## src/exec_state_pkg.sv

```systemverilog
package exec_state_pkg;
	// ==========================================
	// field positions within the combined status word
	localparam int unsigned UPPER_HI = 26;
	localparam int unsigned UPPER_LO = 25;
	localparam int unsigned ISET_POS = 24;
	localparam int unsigned LOWER_HI = 15;
	localparam int unsigned LOWER_LO = 10;
	localparam int unsigned RESUME_HI = 15;
	localparam int unsigned RESUME_LO = 12;
	localparam int unsigned RSVD_A_HI = 23;
	localparam int unsigned RSVD_A_LO = 16;
	localparam int unsigned RSVD_B_HI = 9;
	localparam int unsigned RSVD_B_LO = 6;
	// ==========================================
	// reset values
	localparam logic [7:0] EXEC_FIELD_RESET = 8'h00;
	localparam logic ISET_RESET = 1'b1;
	localparam logic [3:0] RESUME_RESET = 4'h0;
	// at most four instructions in a conditional block
	localparam logic [2:0] BLOCK_MAX = 3'h4;
	// ==========================================
	// status-move view selects
	typedef enum logic [1:0] {
		VIEW_FULL,
		VIEW_EXEC,
		VIEW_APP_INT,
		VIEW_APP
	} view_t;
	// field content kind
	typedef enum logic [1:0] {
		MODE_IDLE,
		MODE_RESUME,
		MODE_BLOCK
	} mode_t;
endpackage

```

## src/exec_state_bits.sv

```systemverilog
`timescale 1ns/100ps
// Overview of operation
// - split field holds resume or block state
// - resume state forces upper pair zero
// - resume state forces bits 11:10 zero
// - interrupted multi-transfer records next register
// - return resumes transfer from recorded register
// - block covers up to four following instructions
// - block conditions are same or inverse
// - read-only set-state bit resets to one
// - only listed events change set-state bit
// - after first vector fetch, execution with bit clear raises fault
// - reserved bits read zero, software preserves them
// - split field read-only, resets to zero
// - field meaningful only in full/exec views
// - application reads give zero, writes ignored
// - reset copies vector bit 0 into set-state
module exec_state_bits (
	input wire logic sys_clk, // core clock
	input wire logic rstn, // asynchronous reset, active low
	input wire logic exec_valid, // an instruction is issued this cycle
	input wire logic exec_done, // issued instruction retires
	input wire logic block_start, // conditional-block prefix retires
	input wire logic [3:0] block_cond, // base condition of the block
	input wire logic [3:0] block_mask, // prefix mask, trailing one ends block
	input wire logic multi_suspend, // multi-transfer interrupted
	input wire logic [3:0] multi_next_reg, // next register operand number
	input wire logic multi_finish, // multi-transfer completed
	input wire logic exc_entry, // exception entry
	input wire logic exc_return, // exception return
	input wire logic [31:0] stacked_status, // status word popped on return
	input wire logic vector_load, // vector fetched (entry or reset)
	input wire logic [31:0] vector_word, // fetched vector value
	input wire logic branch_exch, // branch-exchange or pop into pc
	input wire logic [31:0] branch_target, // target address of that branch
	input wire logic status_read, // status-move read request
	input wire logic status_write, // status-move write request
	input wire logic privileged, // access is privileged
	input wire logic [1:0] status_view, // selected view
	input wire logic [31:0] status_wdata, // write data, ignored for this view
	output logic [31:0] status_rdata, // read data, execution-state bits
	output logic [31:0] stack_status, // execution bits saved on entry
	output logic resume_valid, // a suspended transfer should resume
	output logic [3:0] resume_reg, // register to resume from
	output logic [3:0] block_cond_out, // condition for current instruction
	output logic block_active, // current instruction is conditional
	output logic iset_fault // fault or lockup request
);
	// ==========================================
	// state registers
	logic [7:0] field_q, field_d; // {26:25, 15:10}
	logic iset_q, iset_d;
	logic boot_q, boot_d; // waiting for reset vector
	logic [31:0] stack_q, stack_d;
	logic [31:0] rdata_q, rdata_d;
	logic fault_q, fault_d;
	exec_state_pkg::mode_t mode_q, mode_d;
	logic [31:0] exec_word;

	// build the execution bits in word position; reserved bits stay zero
	always_comb begin
		exec_word = 32'h0000_0000;
		exec_word[exec_state_pkg::UPPER_HI:exec_state_pkg::UPPER_LO] = field_q[7:6];
		exec_word[exec_state_pkg::ISET_POS] = iset_q;
		exec_word[exec_state_pkg::LOWER_HI:exec_state_pkg::LOWER_LO] = field_q[5:0];
	end

	// next-state for field, set-state bit and stacking
	always_comb begin
		field_d = field_q;
		iset_d = iset_q;
		// faults stay held off until the first vector has been fetched
		boot_d = boot_q & ~vector_load;
		stack_d = stack_q;
		mode_d = mode_q;
		fault_d = 1'b0;
		rdata_d = 32'h0000_0000;
		// set-state bit changes only on the listed events
		if (vector_load) begin
			iset_d = vector_word[0];
		end else if (exc_return) begin
			iset_d = stacked_status[exec_state_pkg::ISET_POS];
		end else if (branch_exch) begin
			iset_d = branch_target[0];
		end
		// execution with the bit clear is refused
		if (exec_valid && !iset_q && !boot_q) begin
			fault_d = 1'b1;
		end
		if (exc_entry) begin
			stack_d = exec_word;
			field_d = exec_state_pkg::EXEC_FIELD_RESET;
			mode_d = exec_state_pkg::MODE_IDLE;
		end else if (exc_return) begin
			// restore saved field
			field_d = {stacked_status[exec_state_pkg::UPPER_HI:exec_state_pkg::UPPER_LO],
				stacked_status[exec_state_pkg::LOWER_HI:exec_state_pkg::LOWER_LO]};
			if (field_d == 8'h00) begin
				mode_d = exec_state_pkg::MODE_IDLE;
			end else if (field_d[7:6] == 2'h0 && field_d[1:0] == 2'h0) begin
				mode_d = exec_state_pkg::MODE_RESUME;
			end else begin
				mode_d = exec_state_pkg::MODE_BLOCK;
			end
		end else if (multi_suspend) begin
			// record next operand; other field bits forced zero
			field_d = {2'h0, multi_next_reg, 2'h0};
			mode_d = exec_state_pkg::MODE_RESUME;
		end else if (multi_finish && mode_q == exec_state_pkg::MODE_RESUME) begin
			field_d = exec_state_pkg::EXEC_FIELD_RESET;
			mode_d = exec_state_pkg::MODE_IDLE;
		end else if (block_start && block_mask != 4'h0) begin
			// load base condition and mask
			field_d = {block_cond[1:0], block_cond[3:2], block_mask};
			mode_d = exec_state_pkg::MODE_BLOCK;
		end else if (exec_done && mode_q == exec_state_pkg::MODE_BLOCK) begin
			// advance: shift mask into condition lsb, block ends when mask empties
			if (field_q[2:0] == 3'h0) begin
				field_d = exec_state_pkg::EXEC_FIELD_RESET;
				mode_d = exec_state_pkg::MODE_IDLE;
			end else begin
				field_d = {field_q[7:6], field_q[5:4], field_q[3:0] << 1};
				field_d[6] = field_q[3];
			end
		end
		// only full or exec views by privileged code see the bits
		if (status_read && privileged &&
			(status_view == exec_state_pkg::VIEW_FULL || status_view == exec_state_pkg::VIEW_EXEC)) begin
			rdata_d = exec_word;
		end
		// writes never reach this field
	end

	// register the state
	always_ff @(posedge sys_clk or negedge rstn) begin
		if (!rstn) begin
			field_q <= exec_state_pkg::EXEC_FIELD_RESET;
			iset_q <= exec_state_pkg::ISET_RESET;
			boot_q <= 1'b1;
			stack_q <= 32'h0000_0000;
			rdata_q <= 32'h0000_0000;
			fault_q <= 1'b0;
			mode_q <= exec_state_pkg::MODE_IDLE;
		end else begin
			field_q <= field_d;
			iset_q <= iset_d;
			boot_q <= boot_d;
			stack_q <= stack_d;
			rdata_q <= rdata_d;
			fault_q <= fault_d;
			mode_q <= mode_d;
		end
	end

	// outputs
	assign status_rdata = rdata_q;
	assign stack_status = stack_q;
	assign iset_fault = fault_q;
	assign resume_valid = (mode_q == exec_state_pkg::MODE_RESUME);
	assign resume_reg = field_q[5:2];
	assign block_active = (mode_q == exec_state_pkg::MODE_BLOCK);
	assign block_cond_out = {field_q[5:4], field_q[7:6]}; // same or inverted lsb
endmodule

```

## config.mk

```make
export PLATFORM = sky130hd
export DESIGN_NAME = exec_state_bits
export DESIGN_NICKNAME = d
export VERILOG_FILES = /design/src/exec_state_pkg.sv /design/src/exec_state_bits.sv
export SDC_FILE = /design/constraint.sdc
export NUM_CORES = 1
export LEC_CHECK = 0
export CORE_AREA = 3 3 89 91
export DETAILED_ROUTE_END_ITERATION = 8
export DIE_AREA = 0 0 92 94
export DONT_BUFFER_PORTS = 1
export PLACE_DENSITY = 0.42
export SETUP_SLACK_MARGIN = 0.1
export SLEW_MARGIN = 5
export SYNTH_ARGS = -nofsm -noshare
export SYNTH_HDL_FRONTEND = slang
export SYNTH_SLANG_ARGS = --single-unit
export TNS_END_PERCENT = 30
```

## constraint.sdc

```tcl
create_clock -name sys_clk -period 2.09 [get_ports sys_clk]
set_input_delay 0.627 -clock sys_clk [delete_from_list [all_inputs] [get_ports sys_clk]]
set_output_delay 0.627 -clock sys_clk [all_outputs]
set_load 0.02 [all_outputs]
```

==> metrics, run 1 <==
status=finished, final reports clean; CTS tree=yes; DRT Pass-1 Iters=4; Routed WL=approximately 4.5 mm; Initial Util=around a quarter; worst setup path class=input pin to flip-flop; first-pass GRT wire length=about 6.6 mm; Clock Tree Root=clkbuf_8; Peak VDD IR=0.000158 V; Post-Syn Instances=183; Pleak=approximately 0.85 nW; # hold bufs at CTS=0; WP data arrival=about 1.9 ns; routed vias/inst=about 4.2; Synth Cell Area=between 0.0015 and 0.002 sq mm; Post-Syn Area per Cell=10.3 sq um; port bufs=0; Fin. Hold Viols=0; RSZ-0062 raised after global routing=no; RR Startpoint=mode_q[1]; DRC=0; Clk pin slew, worst setup/hold paths=roughly 0.07 ns; DIE AREA=0.00865 sq mm; Layout Skew=0.00250 ns; # rows=31; vias in the first global route=roughly 1200; final setup TNS=0 ns; Final Max Tran Viols=0; Crit Path Max Fanout=6; largest net degree at the start of global routing=32; commonest cells after routing, fill and taps aside=conb_1, dfrtp_1, nor2_1, mux2_2, nand2_1; Antenna Cells=0; worst min path class=input pin to asynchronous set/reset pin; total CTS buffers=5; Top FF cell, synth=dfrtp_1; routed vias=about 1200; worst setup path start=block_mask[2]; Detail Placement HPWL=roughly 3.5 mm; Final setup viols=0; Post-synth EDFFs=0; Worst setup EP type=flip-flop; die extent in y=around 94 microns; commonest non-fill, non-tap cell in the layout=conb_1; Peak Freq=approximately 600 MHz; Max-Cap Viols=0; synth unique cells=47; DIE WIDTH=92 microns; register bit total from synthesis=31; CP Data Required Time=~2.3 ns; # IOs=231; Worst Setup Start Kind=input pin; Nets=between 300 and 400; Fillers=between 800 and 900; Clock Path Buffers=2; CTS H-Tree Depth=2; Clk Latency, worst-skew pair=around 0.28 ns; post-synthesis sequential area ratio=roughly two fifths; YS warnings=0; area of the core=roughly 0.0072 sq mm; pwr/cell area=740 mW/mm^2; Final min period=1.69 ns; initial antenna violation count=0; GRT Residual Overflow=0; initial DRC count=39; Routed Antenna Nets=0; fraction of registers with async set/reset=between 90% and 100%; Power, Total=between 1 and 1.5 mW; Tcrit/Tclk final=roughly four fifths; # resized after CTS=0; gp weighted congestion=around 0.75; CTS sink count=31; total track usage=between 10% and 20%; post-DR wirelength/cell=about 16 microns; Post-CTS Repair Setup Buffers=0; P&R area growth vs syn=-2.45%; fraction of layout cells with a size suffix above 1=between 10% and 20%
-- worst max-delay path, stage by stage --
cell and delay [ns]:
o41ai_4 0.53, buf_4 0.24, nand4b_1 0.22, nor2_1 0.18, nor3_2 0.05
-- through the flow --
step | util (%) | hold WS, ns | worst slack, ns | area (sq um) | std cells
CTS | 25.5 | 0.0266 | 0.390 | 1840 | 280
floorplan | - | 0.331 | 0.270 | 2060 | 228
detailed placement | 24.4 | 0.332 | 0.139 | 1760 | 272
global route | 25.5 | 0.0189 | 0.320 | 1840 | 280
global placement | 24.4 | 0.332 | 0.132 | 1760 | 272
finish | 25.5 | 0.0396 | 0.404 | 1840 | 280
-- registers in the layout (all words and copies together) (netlist names) --
signal,cells
boot_q,1
iset_q,1
status_rdata,9
field_q,8
iset_fault,1
mode_q,2
stack_status,9
-- layout make-up --
| class | count | area (sq um) | area share, % |
|---|---|---|---|
| Multi-Input combinational cell | 134 | 818 | 44.4 |
| Sequential cell | 31 | 778 | 42.2 |
| Tap cell | 99 | 124 | 6.72 |
| Clock buffer | 7 | 76.3 | 4.14 |
| Timing Repair Buffer | 3 | 22.5 | 1.22 |
| Inverter | 5 | 18.8 | 1.02 |
| Clock inverter | 1 | 5.00 | 0.272 |
-- power by group --
group / internal [mW] / leakage, nW / total [mW] / switching (mW)
sequential: 0.640 / 0.406 / 0.720 / 0.0801
combinational: 0.0633 / 0.403 / 0.192 / 0.129
clock: 0.233 / 0.0422 / 0.452 / 0.218
total: 0.936 / 0.852 / 1.36 / 0.428
-- synth_stat cells, types with 2 or more instances --
master,n,area (sq um)
a211oi_1,3,22.5
a21oi_1,2,10.0
a221oi_1,5,43.8
and2_1,6,37.5
buf_4,54,405
dfrtp_1,29,726
dfstp_2,2,52.6
inv_1,5,18.8
mux2_2,10,113
nand2_1,8,30.0
nand3_1,2,10.0
nand4b_1,2,17.5
nor2_1,11,41.3
nor2b_1,2,12.5
nor3_1,5,25.0
nor4_1,2,12.5
o211ai_1,2,15.0
o21ai_0,2,10.0
o22ai_1,2,12.5
o32ai_1,2,17.5
-- worst paths after layout --
path / to / cells past startpoint / slack (ns)
max in group asynchronous: iset_q / 0 / 1.88
min in group sys_clk: boot_q / 1 / 0.37
hold reg to reg: boot_q / 1 / 0.48
setup reg to reg: field_q[3] / 4 / 0.45
setup / recovery: field_q[1] / 5 / 0.40
hold / removal: status_rdata[26] / 0 / 0.04
-- layer usage --
layer	wire length, microns	track usage, %
met2	2070	15.6
met4	44	2.97
met1	1920	13.3
met5	0	0
met3	476	3.77
-- kinds of logic after synthesis --
family | Yosys count | synth area share, %
buffers and inverters | 63 | 24.4
and+or+nand+nor | 50 | 15.5
DFF | 31 | 41.2
AOI/OAI and AO/OA | 27 | 12.2
muxes | 11 | 6.49
other | 1 | 0.198
Note: power is estimated with default switching activity, not from simulation.
==> run 2: changes to the inputs <==
PLACE_DENSITY = 0.43   (was 0.42)
clock period = 1.5 ns   (was 2.09 ns; I/O delays follow)
==> run 2 against run 1 <==
Against the previous run: the flow now finishes with violations (setup timing); die area unchanged; hold slack gained 0.16 ns; clock power increased by 49%; non-clock buffer count rose by 21; clock skew rose by 0.0035 ns; critical path depth down 2; via count increased by 10%; cell area up 14%; sequential share of layout area is 5.1 points lower; combinational power rose by 99%; final cell count is 7.9% higher.
==> metrics, run 2 (synthesized netlist as in run 1, its figures left out) <==
status=complete, but fails checks (was finished, final reports clean); failing checks=setup timing; Routed WL=4.67 mm (was 4.51 mm); Peak Freq=661 MHz; area of the core=0.00721 sq mm (unchanged); DIE AREA=0.00865 sq mm (unchanged); max incr delay on CP=0.42 ns (was 0.53 ns); WP data arrival=1.06 ns (was 1.85 ns); Clk pin slew, worst setup/hold paths=0.07 ns (about the same); Pleak=0.977 nW (was 0.852 nW); Buf+Inv Stages, Crit Path=2 (was 1); Clock Tree Root=clkbuf_8 (unchanged); Worst path slowest cell=dfrtp_1 (was o41ai_4); critical path, cell by cell=buf_6 > nor2_1 > buf_4 (was o41ai_4 > buf_4 > nand4b_1 > nor2_1 > nor3_2); CTS H-Tree Depth=2 (unchanged); initial antenna violation count=1 (was 0); Final min period=between 1.5 and 2 ns; P&R area growth vs syn=11.4% (was -2.45%); # rows=31 (unchanged); largest net degree at the start of global routing=30 (was 32); Final Max Tran Viols=0 (unchanged); DIE WIDTH=92 microns (unchanged); Fillers=774 (was 802); Initial Util=26.2% (unchanged); first-pass GRT wire length=7.08 mm (was 6.64 mm); commonest cells after routing, fill and taps aside=conb_1, dfrtp_1, buf_4, nor2_1, mux2_2 (was conb_1, dfrtp_1, nor2_1, mux2_2, nand2_1); port bufs=0 (unchanged); final setup TNS=-0.0243 ns (was 0 ns); dpl ws=-0.116 ns (was 0.139 ns); RR Startpoint=mode_q[1] (unchanged); WL met3=537 microns (was 476 microns); gp weighted congestion=0.714 (was 0.753); Post-Route Utilization=29.2% (was 25.5%); routed vias=1286 (was 1165); critical path depth=3 (was 5); routed vias/inst=4.26 (was 4.16); Worst Setup Start Kind=flip-flop (was input pin); Detail Placement HPWL=3.62 mm (was 3.52 mm); Crit Path Max Fanout=5 (was 6); CP Data Required Time=1.05 ns (was 2.25 ns); Power, Total=2.04 mW (was 1.36 mW); fraction of layout cells with a size suffix above 1=29.2% (was 15.5%); DRT Pass-1 Iters=4 (unchanged); Worst Hold Depth=1; worst min path class=input pin to flip-flop (was input pin to asynchronous set/reset pin); Critical R2R Capture=field_q[3] (unchanged); GRT Residual Overflow=0 (unchanged); Peak VDD IR=0.000271 V (was 0.000158 V); die extent in y=94 microns (unchanged); CTS sink count=31 (unchanged); Nets=357 (was 336); PnR worst setup slack=-0.0128 ns (was 0.404 ns); Worst setup EP type=output port (was flip-flop); DRC=0 (unchanged); Max-Cap Viols=0 (unchanged); initial DRC count=41 (was 39); Routed Antenna Nets=0 (unchanged); worst setup path class=flip-flop to output port (was input pin to flip-flop); worst setup path start=mode_q[1] (was block_mask[2]); Critical Path Sink=resume_valid (was field_q[1]); R2R setup slack=0.04 ns (was 0.45 ns); Tcrit/Tclk final=101%; Layout Skew=0.00604 ns (was 0.00250 ns); Highest Signal Layer=met4 (unchanged); vias in the first global route=1239 (was 1174); Clock Path Buffers=2 (unchanged); Final setup viols=2 (was 0); # IOs=231 (unchanged); WL met1=1.85 mm (was 1.92 mm); Clk Latency, worst-skew pair=0.28 ns (about the same); CTS tree=yes (unchanged); total CTS buffers=5 (unchanged); Crit path max-delay family=flip-flops (was compound AO/OA/AOI/OAI gates); RSZ-0062 raised after global routing=yes (was no); Fin. Hold Viols=0 (unchanged); total track usage=11.0% (was 10.1%); Reg2Reg Depth=4 (unchanged); commonest non-fill, non-tap cell in the layout=conb_1 (unchanged); pwr/cell area=972 mW/mm^2 (was 740 mW/mm^2); post-DR wirelength/cell=15.5 microns (was 16.1 microns); metal2 WL=2.22 mm (was 2.07 mm)
[run 2: stage by stage]
stage | instance area, sq um | hold slack, ns | std cells
after floorplan | 2060 | 0.154 | 228
after global placement | 1870 | 0.155 | 287
final | 2100 | 0.199 | 302
after detailed placement | 1870 | 0.155 | 287
after global routing | 2100 | 0.179 | 302
after CTS | 2060 | 0.00278 | 299
[run 2: power breakdown]
part | leakage [nW] | switching (mW) | internal [mW]
registers | 0.403 | 0.0972 | 0.892
logic | 0.525 | 0.228 | 0.154
clock network | 0.0482 | 0.304 | 0.370
total | 0.977 | 0.629 | 1.42
[run 2: routing by layer]
layer / track usage (%) / vias to the layer above
met2: 18.1 / 74
met1: 12.8 / 625
met4: 3.34 / 0
li1: - / 582
met3: 5.13 / 5
met5: 0 / -
[run 2: layout make-up]
type                    count  area [sq um]  area share (%)
inverters                   5          18.8           0.892
multi-input cells         134           875            41.6
diodes                      1          2.50           0.119
clock inverters             1          5.00           0.238
well taps                  99           124            5.89
repair buffers             24           213            10.1
flip-flops and latches     31           781            37.1
clock buffers               7          86.3            4.10
[run 2: what timing repair did]
item                                    4_1_cts  5_1_grt
buffers inserted                              2        1
endpoints found under the setup margin       10       12
hold endpoints to repair                     29        2
hold buffers                                  2        1
pin swaps                                     5        7
resized for setup                            12        4
[run 2: worst register-to-register path: stages (launching register included)]
cell     delay [ns]
dfrtp_1        0.42
and3b_2        0.34
nor4b_4        0.09
or4_1          0.41
a21oi_1        0.13
[run 2: worst min path at each step]
| stage | start | endpoint | slack [ns] |
|---|---|---|---|
| finish | vector_load | boot_q | 0.20 |
| global route | vector_load | boot_q | 0.18 |
| CTS | rstn | boot_q | 0.003 |
| detailed placement | rstn | stack_status[15] | 0.16 |
| global placement | rstn | stack_status[15] | 0.16 |
| floorplan | rstn | field_q[0] | 0.15 |
==> run 3: changes to the inputs <==
CORE_AREA = 3 3 88 90   (was 3 3 89 91)
DIE_AREA = 0 0 91 93   (was 0 0 92 94)
SLEW_MARGIN = 0   (was 5)
clock period = 1.7 ns   (was 1.5 ns; I/O delays follow)
==> run 3 against run 2 <==
Against the previous run: the flow now finishes without violations; cell area is 8.4% lower; sequential power fell by 11%; clock skew hardly changed; setup slack improved by 0.14 ns; combinational power decreased by 27%; die area down 2.1%; power decreased by 15%; routed wire length is 4.8% lower; hold slack got worse by 0.15 ns; critical endpoint is now block_active; largest power group unchanged.
==> metrics, run 3 (synthesized netlist as in run 1, its figures left out) <==
Final Max Tran Viols=0 (unchanged); DRT Pass-1 Iters=4 (unchanged); # IOs=231 (unchanged); WP data arrival=1.06 ns (about the same); Clock Tree Root=clkbuf_8 (unchanged); gp weighted congestion=0.727 (was 0.714); commonest cells after routing, fill and taps aside=conb_1, dfrtp_1, nor2_1, mux2_2, buf_4 (was conb_1, dfrtp_1, buf_4, nor2_1, mux2_2); GRT Residual Overflow=0 (unchanged); Final min period=1.57 ns; total CTS buffers=5 (unchanged); first-pass GRT wire length=6.67 mm (was 7.08 mm); Clk pin slew, worst setup/hold paths=0.07 ns (about the same); post-DR wirelength/cell=15.4 microns (was 15.5 microns); DIE WIDTH=91 microns (was 92 microns); RR Startpoint=field_q[2] (was mode_q[1]); area of the core=0.00714 sq mm (was 0.00721 sq mm); total track usage=10.5% (was 11.0%); CTS H-Tree Depth=2 (unchanged); Nets=343 (was 357); Clock Path Buffers=2 (unchanged); routed vias=1195 (was 1286); initial DRC count=45 (was 41); Max-Cap Viols=0 (unchanged); Post-CTS Repair Setup Buffers=0 (was 2); largest net degree at the start of global routing=30 (unchanged); PnR worst setup slack=0.126 ns (was -0.0128 ns); Buf+Inv Stages, Crit Path=0 (was 2); worst setup path class=flip-flop to output port (unchanged); Routed WL=4.44 mm (was 4.67 mm); Clk Latency, worst-skew pair=0.28 ns (about the same); Peak Freq=approximately 640 MHz; routed vias/inst=4.15 (was 4.26); CP Data Required Time=1.19 ns (was 1.05 ns); Peak VDD IR=0.000227 V (was 0.000271 V); Fin. Hold Viols=0 (unchanged); Crit Path Max Fanout=6 (was 5); Routed Antenna Nets=0 (unchanged); fraction of layout cells with a size suffix above 1=20.2% (was 29.2%); status=finished, final reports clean (was complete, but fails checks); Fillers=774 (unchanged); Tcrit/Tclk final=slightly above 90%; Critical R2R Capture=field_q[3] (unchanged); vias in the first global route=1113 (was 1239); die extent in y=93 microns (was 94 microns); Pleak=0.898 nW (was 0.977 nW); Worst path slowest cell=dfrtp_1 (unchanged); critical path, cell by cell=nor2b_1 (was buf_6 > nor2_1 > buf_4); max incr delay on CP=0.40 ns (was 0.42 ns); Initial Util=26.5% (was 26.2%); DIE AREA=0.00846 sq mm (was 0.00865 sq mm); pwr/cell area=906 mW/mm^2 (was 972 mW/mm^2); CTS sink count=31 (unchanged); DRC=0 (unchanged); Reg2Reg Depth=4 (unchanged); initial antenna violation count=1 (unchanged); Worst Setup Start Kind=flip-flop (unchanged); Detail Placement HPWL=3.45 mm (was 3.62 mm); P&R area growth vs syn=2.05% (was 11.4%); R2R setup slack=0.19 ns (was 0.04 ns); final setup TNS=0 ns (was -0.0243 ns); Worst setup EP type=output port (unchanged); commonest non-fill, non-tap cell in the layout=conb_1 (unchanged); CTS tree=yes (unchanged); Crit path max-delay family=flip-flops (unchanged); RSZ-0062 raised after global routing=yes (unchanged); # rows=31 (unchanged); Layout Skew=0.00635 ns (was 0.00604 ns); dpl ws=0.0114 ns (was -0.116 ns); worst min path class=input pin to asynchronous set/reset pin (was input pin to flip-flop); port bufs=0 (unchanged); Final setup viols=0 (was 2)
## run 3: cell count changes in the layout (fill, tap and decap cells not counted), moves of 2 or more
cell,change
dfrtp_1,+2
buf_4,-8
nor3_2,-2
nor3_1,+2
dfrtp_2,-2
buf_6,-4
dlygate4sd3_1,-2
## run 3: area by class of cell
cell class	count	area, sq um	share of cell area (%)
Antenna cell	1	2.50	0.130
Clock buffer	7	86.3	4.48
Clock inverter	1	5.00	0.260
Inverter	5	18.8	0.973
Multi-Input combinational cell	134	826	42.8
Sequential cell	31	778	40.4
Tap cell	99	124	6.42
Timing Repair Buffer	10	87.6	4.54
## run 3: stage by stage
step                utilization [%]  std cells  hold WS, ns  power, mW  cell area, sq um
finish                         27.0        288       0.0505       1.75              1930
global route                   27.0        288       0.0435       1.85              1930
CTS                            26.9        287       0.0437       1.78              1920
detailed placement             25.3        278        0.215       1.15              1810
global placement               25.3        278        0.215       1.15              1810
floorplan                         -        228        0.214       1.21              2060
## run 3: how the worst max path moves through the flow
stage | startpoint | endpoint | depth (start not counted)
6_report | mode_q[1] | block_active | 1
3_5_place_dp | block_mask[0] | field_q[3] | 5
3_3_place_gp | block_mask[0] | field_q[3] | 5
4_1_cts | mode_q[1] | block_active | 1
5_1_grt | mode_q[1] | block_active | 1
2_1_floorplan | block_mask[0] | field_q[3] | 4
## run 3: power breakdown
group,switching [mW],leakage [nW],internal (mW)
logic,0.181,0.443,0.0977
registers,0.0896,0.406,0.787
clock network,0.266,0.0482,0.326
total,0.537,0.898,1.21
## run 3: layer usage
layer,GRT usage [%],up-vias,part of all wire (%)
met4,3.77,0,0.97
met2,16.6,85,48
met3,5.63,4,14
li1,-,548,-
met1,12.2,558,37
met5,0,-,0
## run 3: timing repair
action	4_1_cts	5_1_grt
resized for setup	0	2
hold buffers	1	0
setup endpoints to repair	0	5
endpoints found under the hold margin	29	0
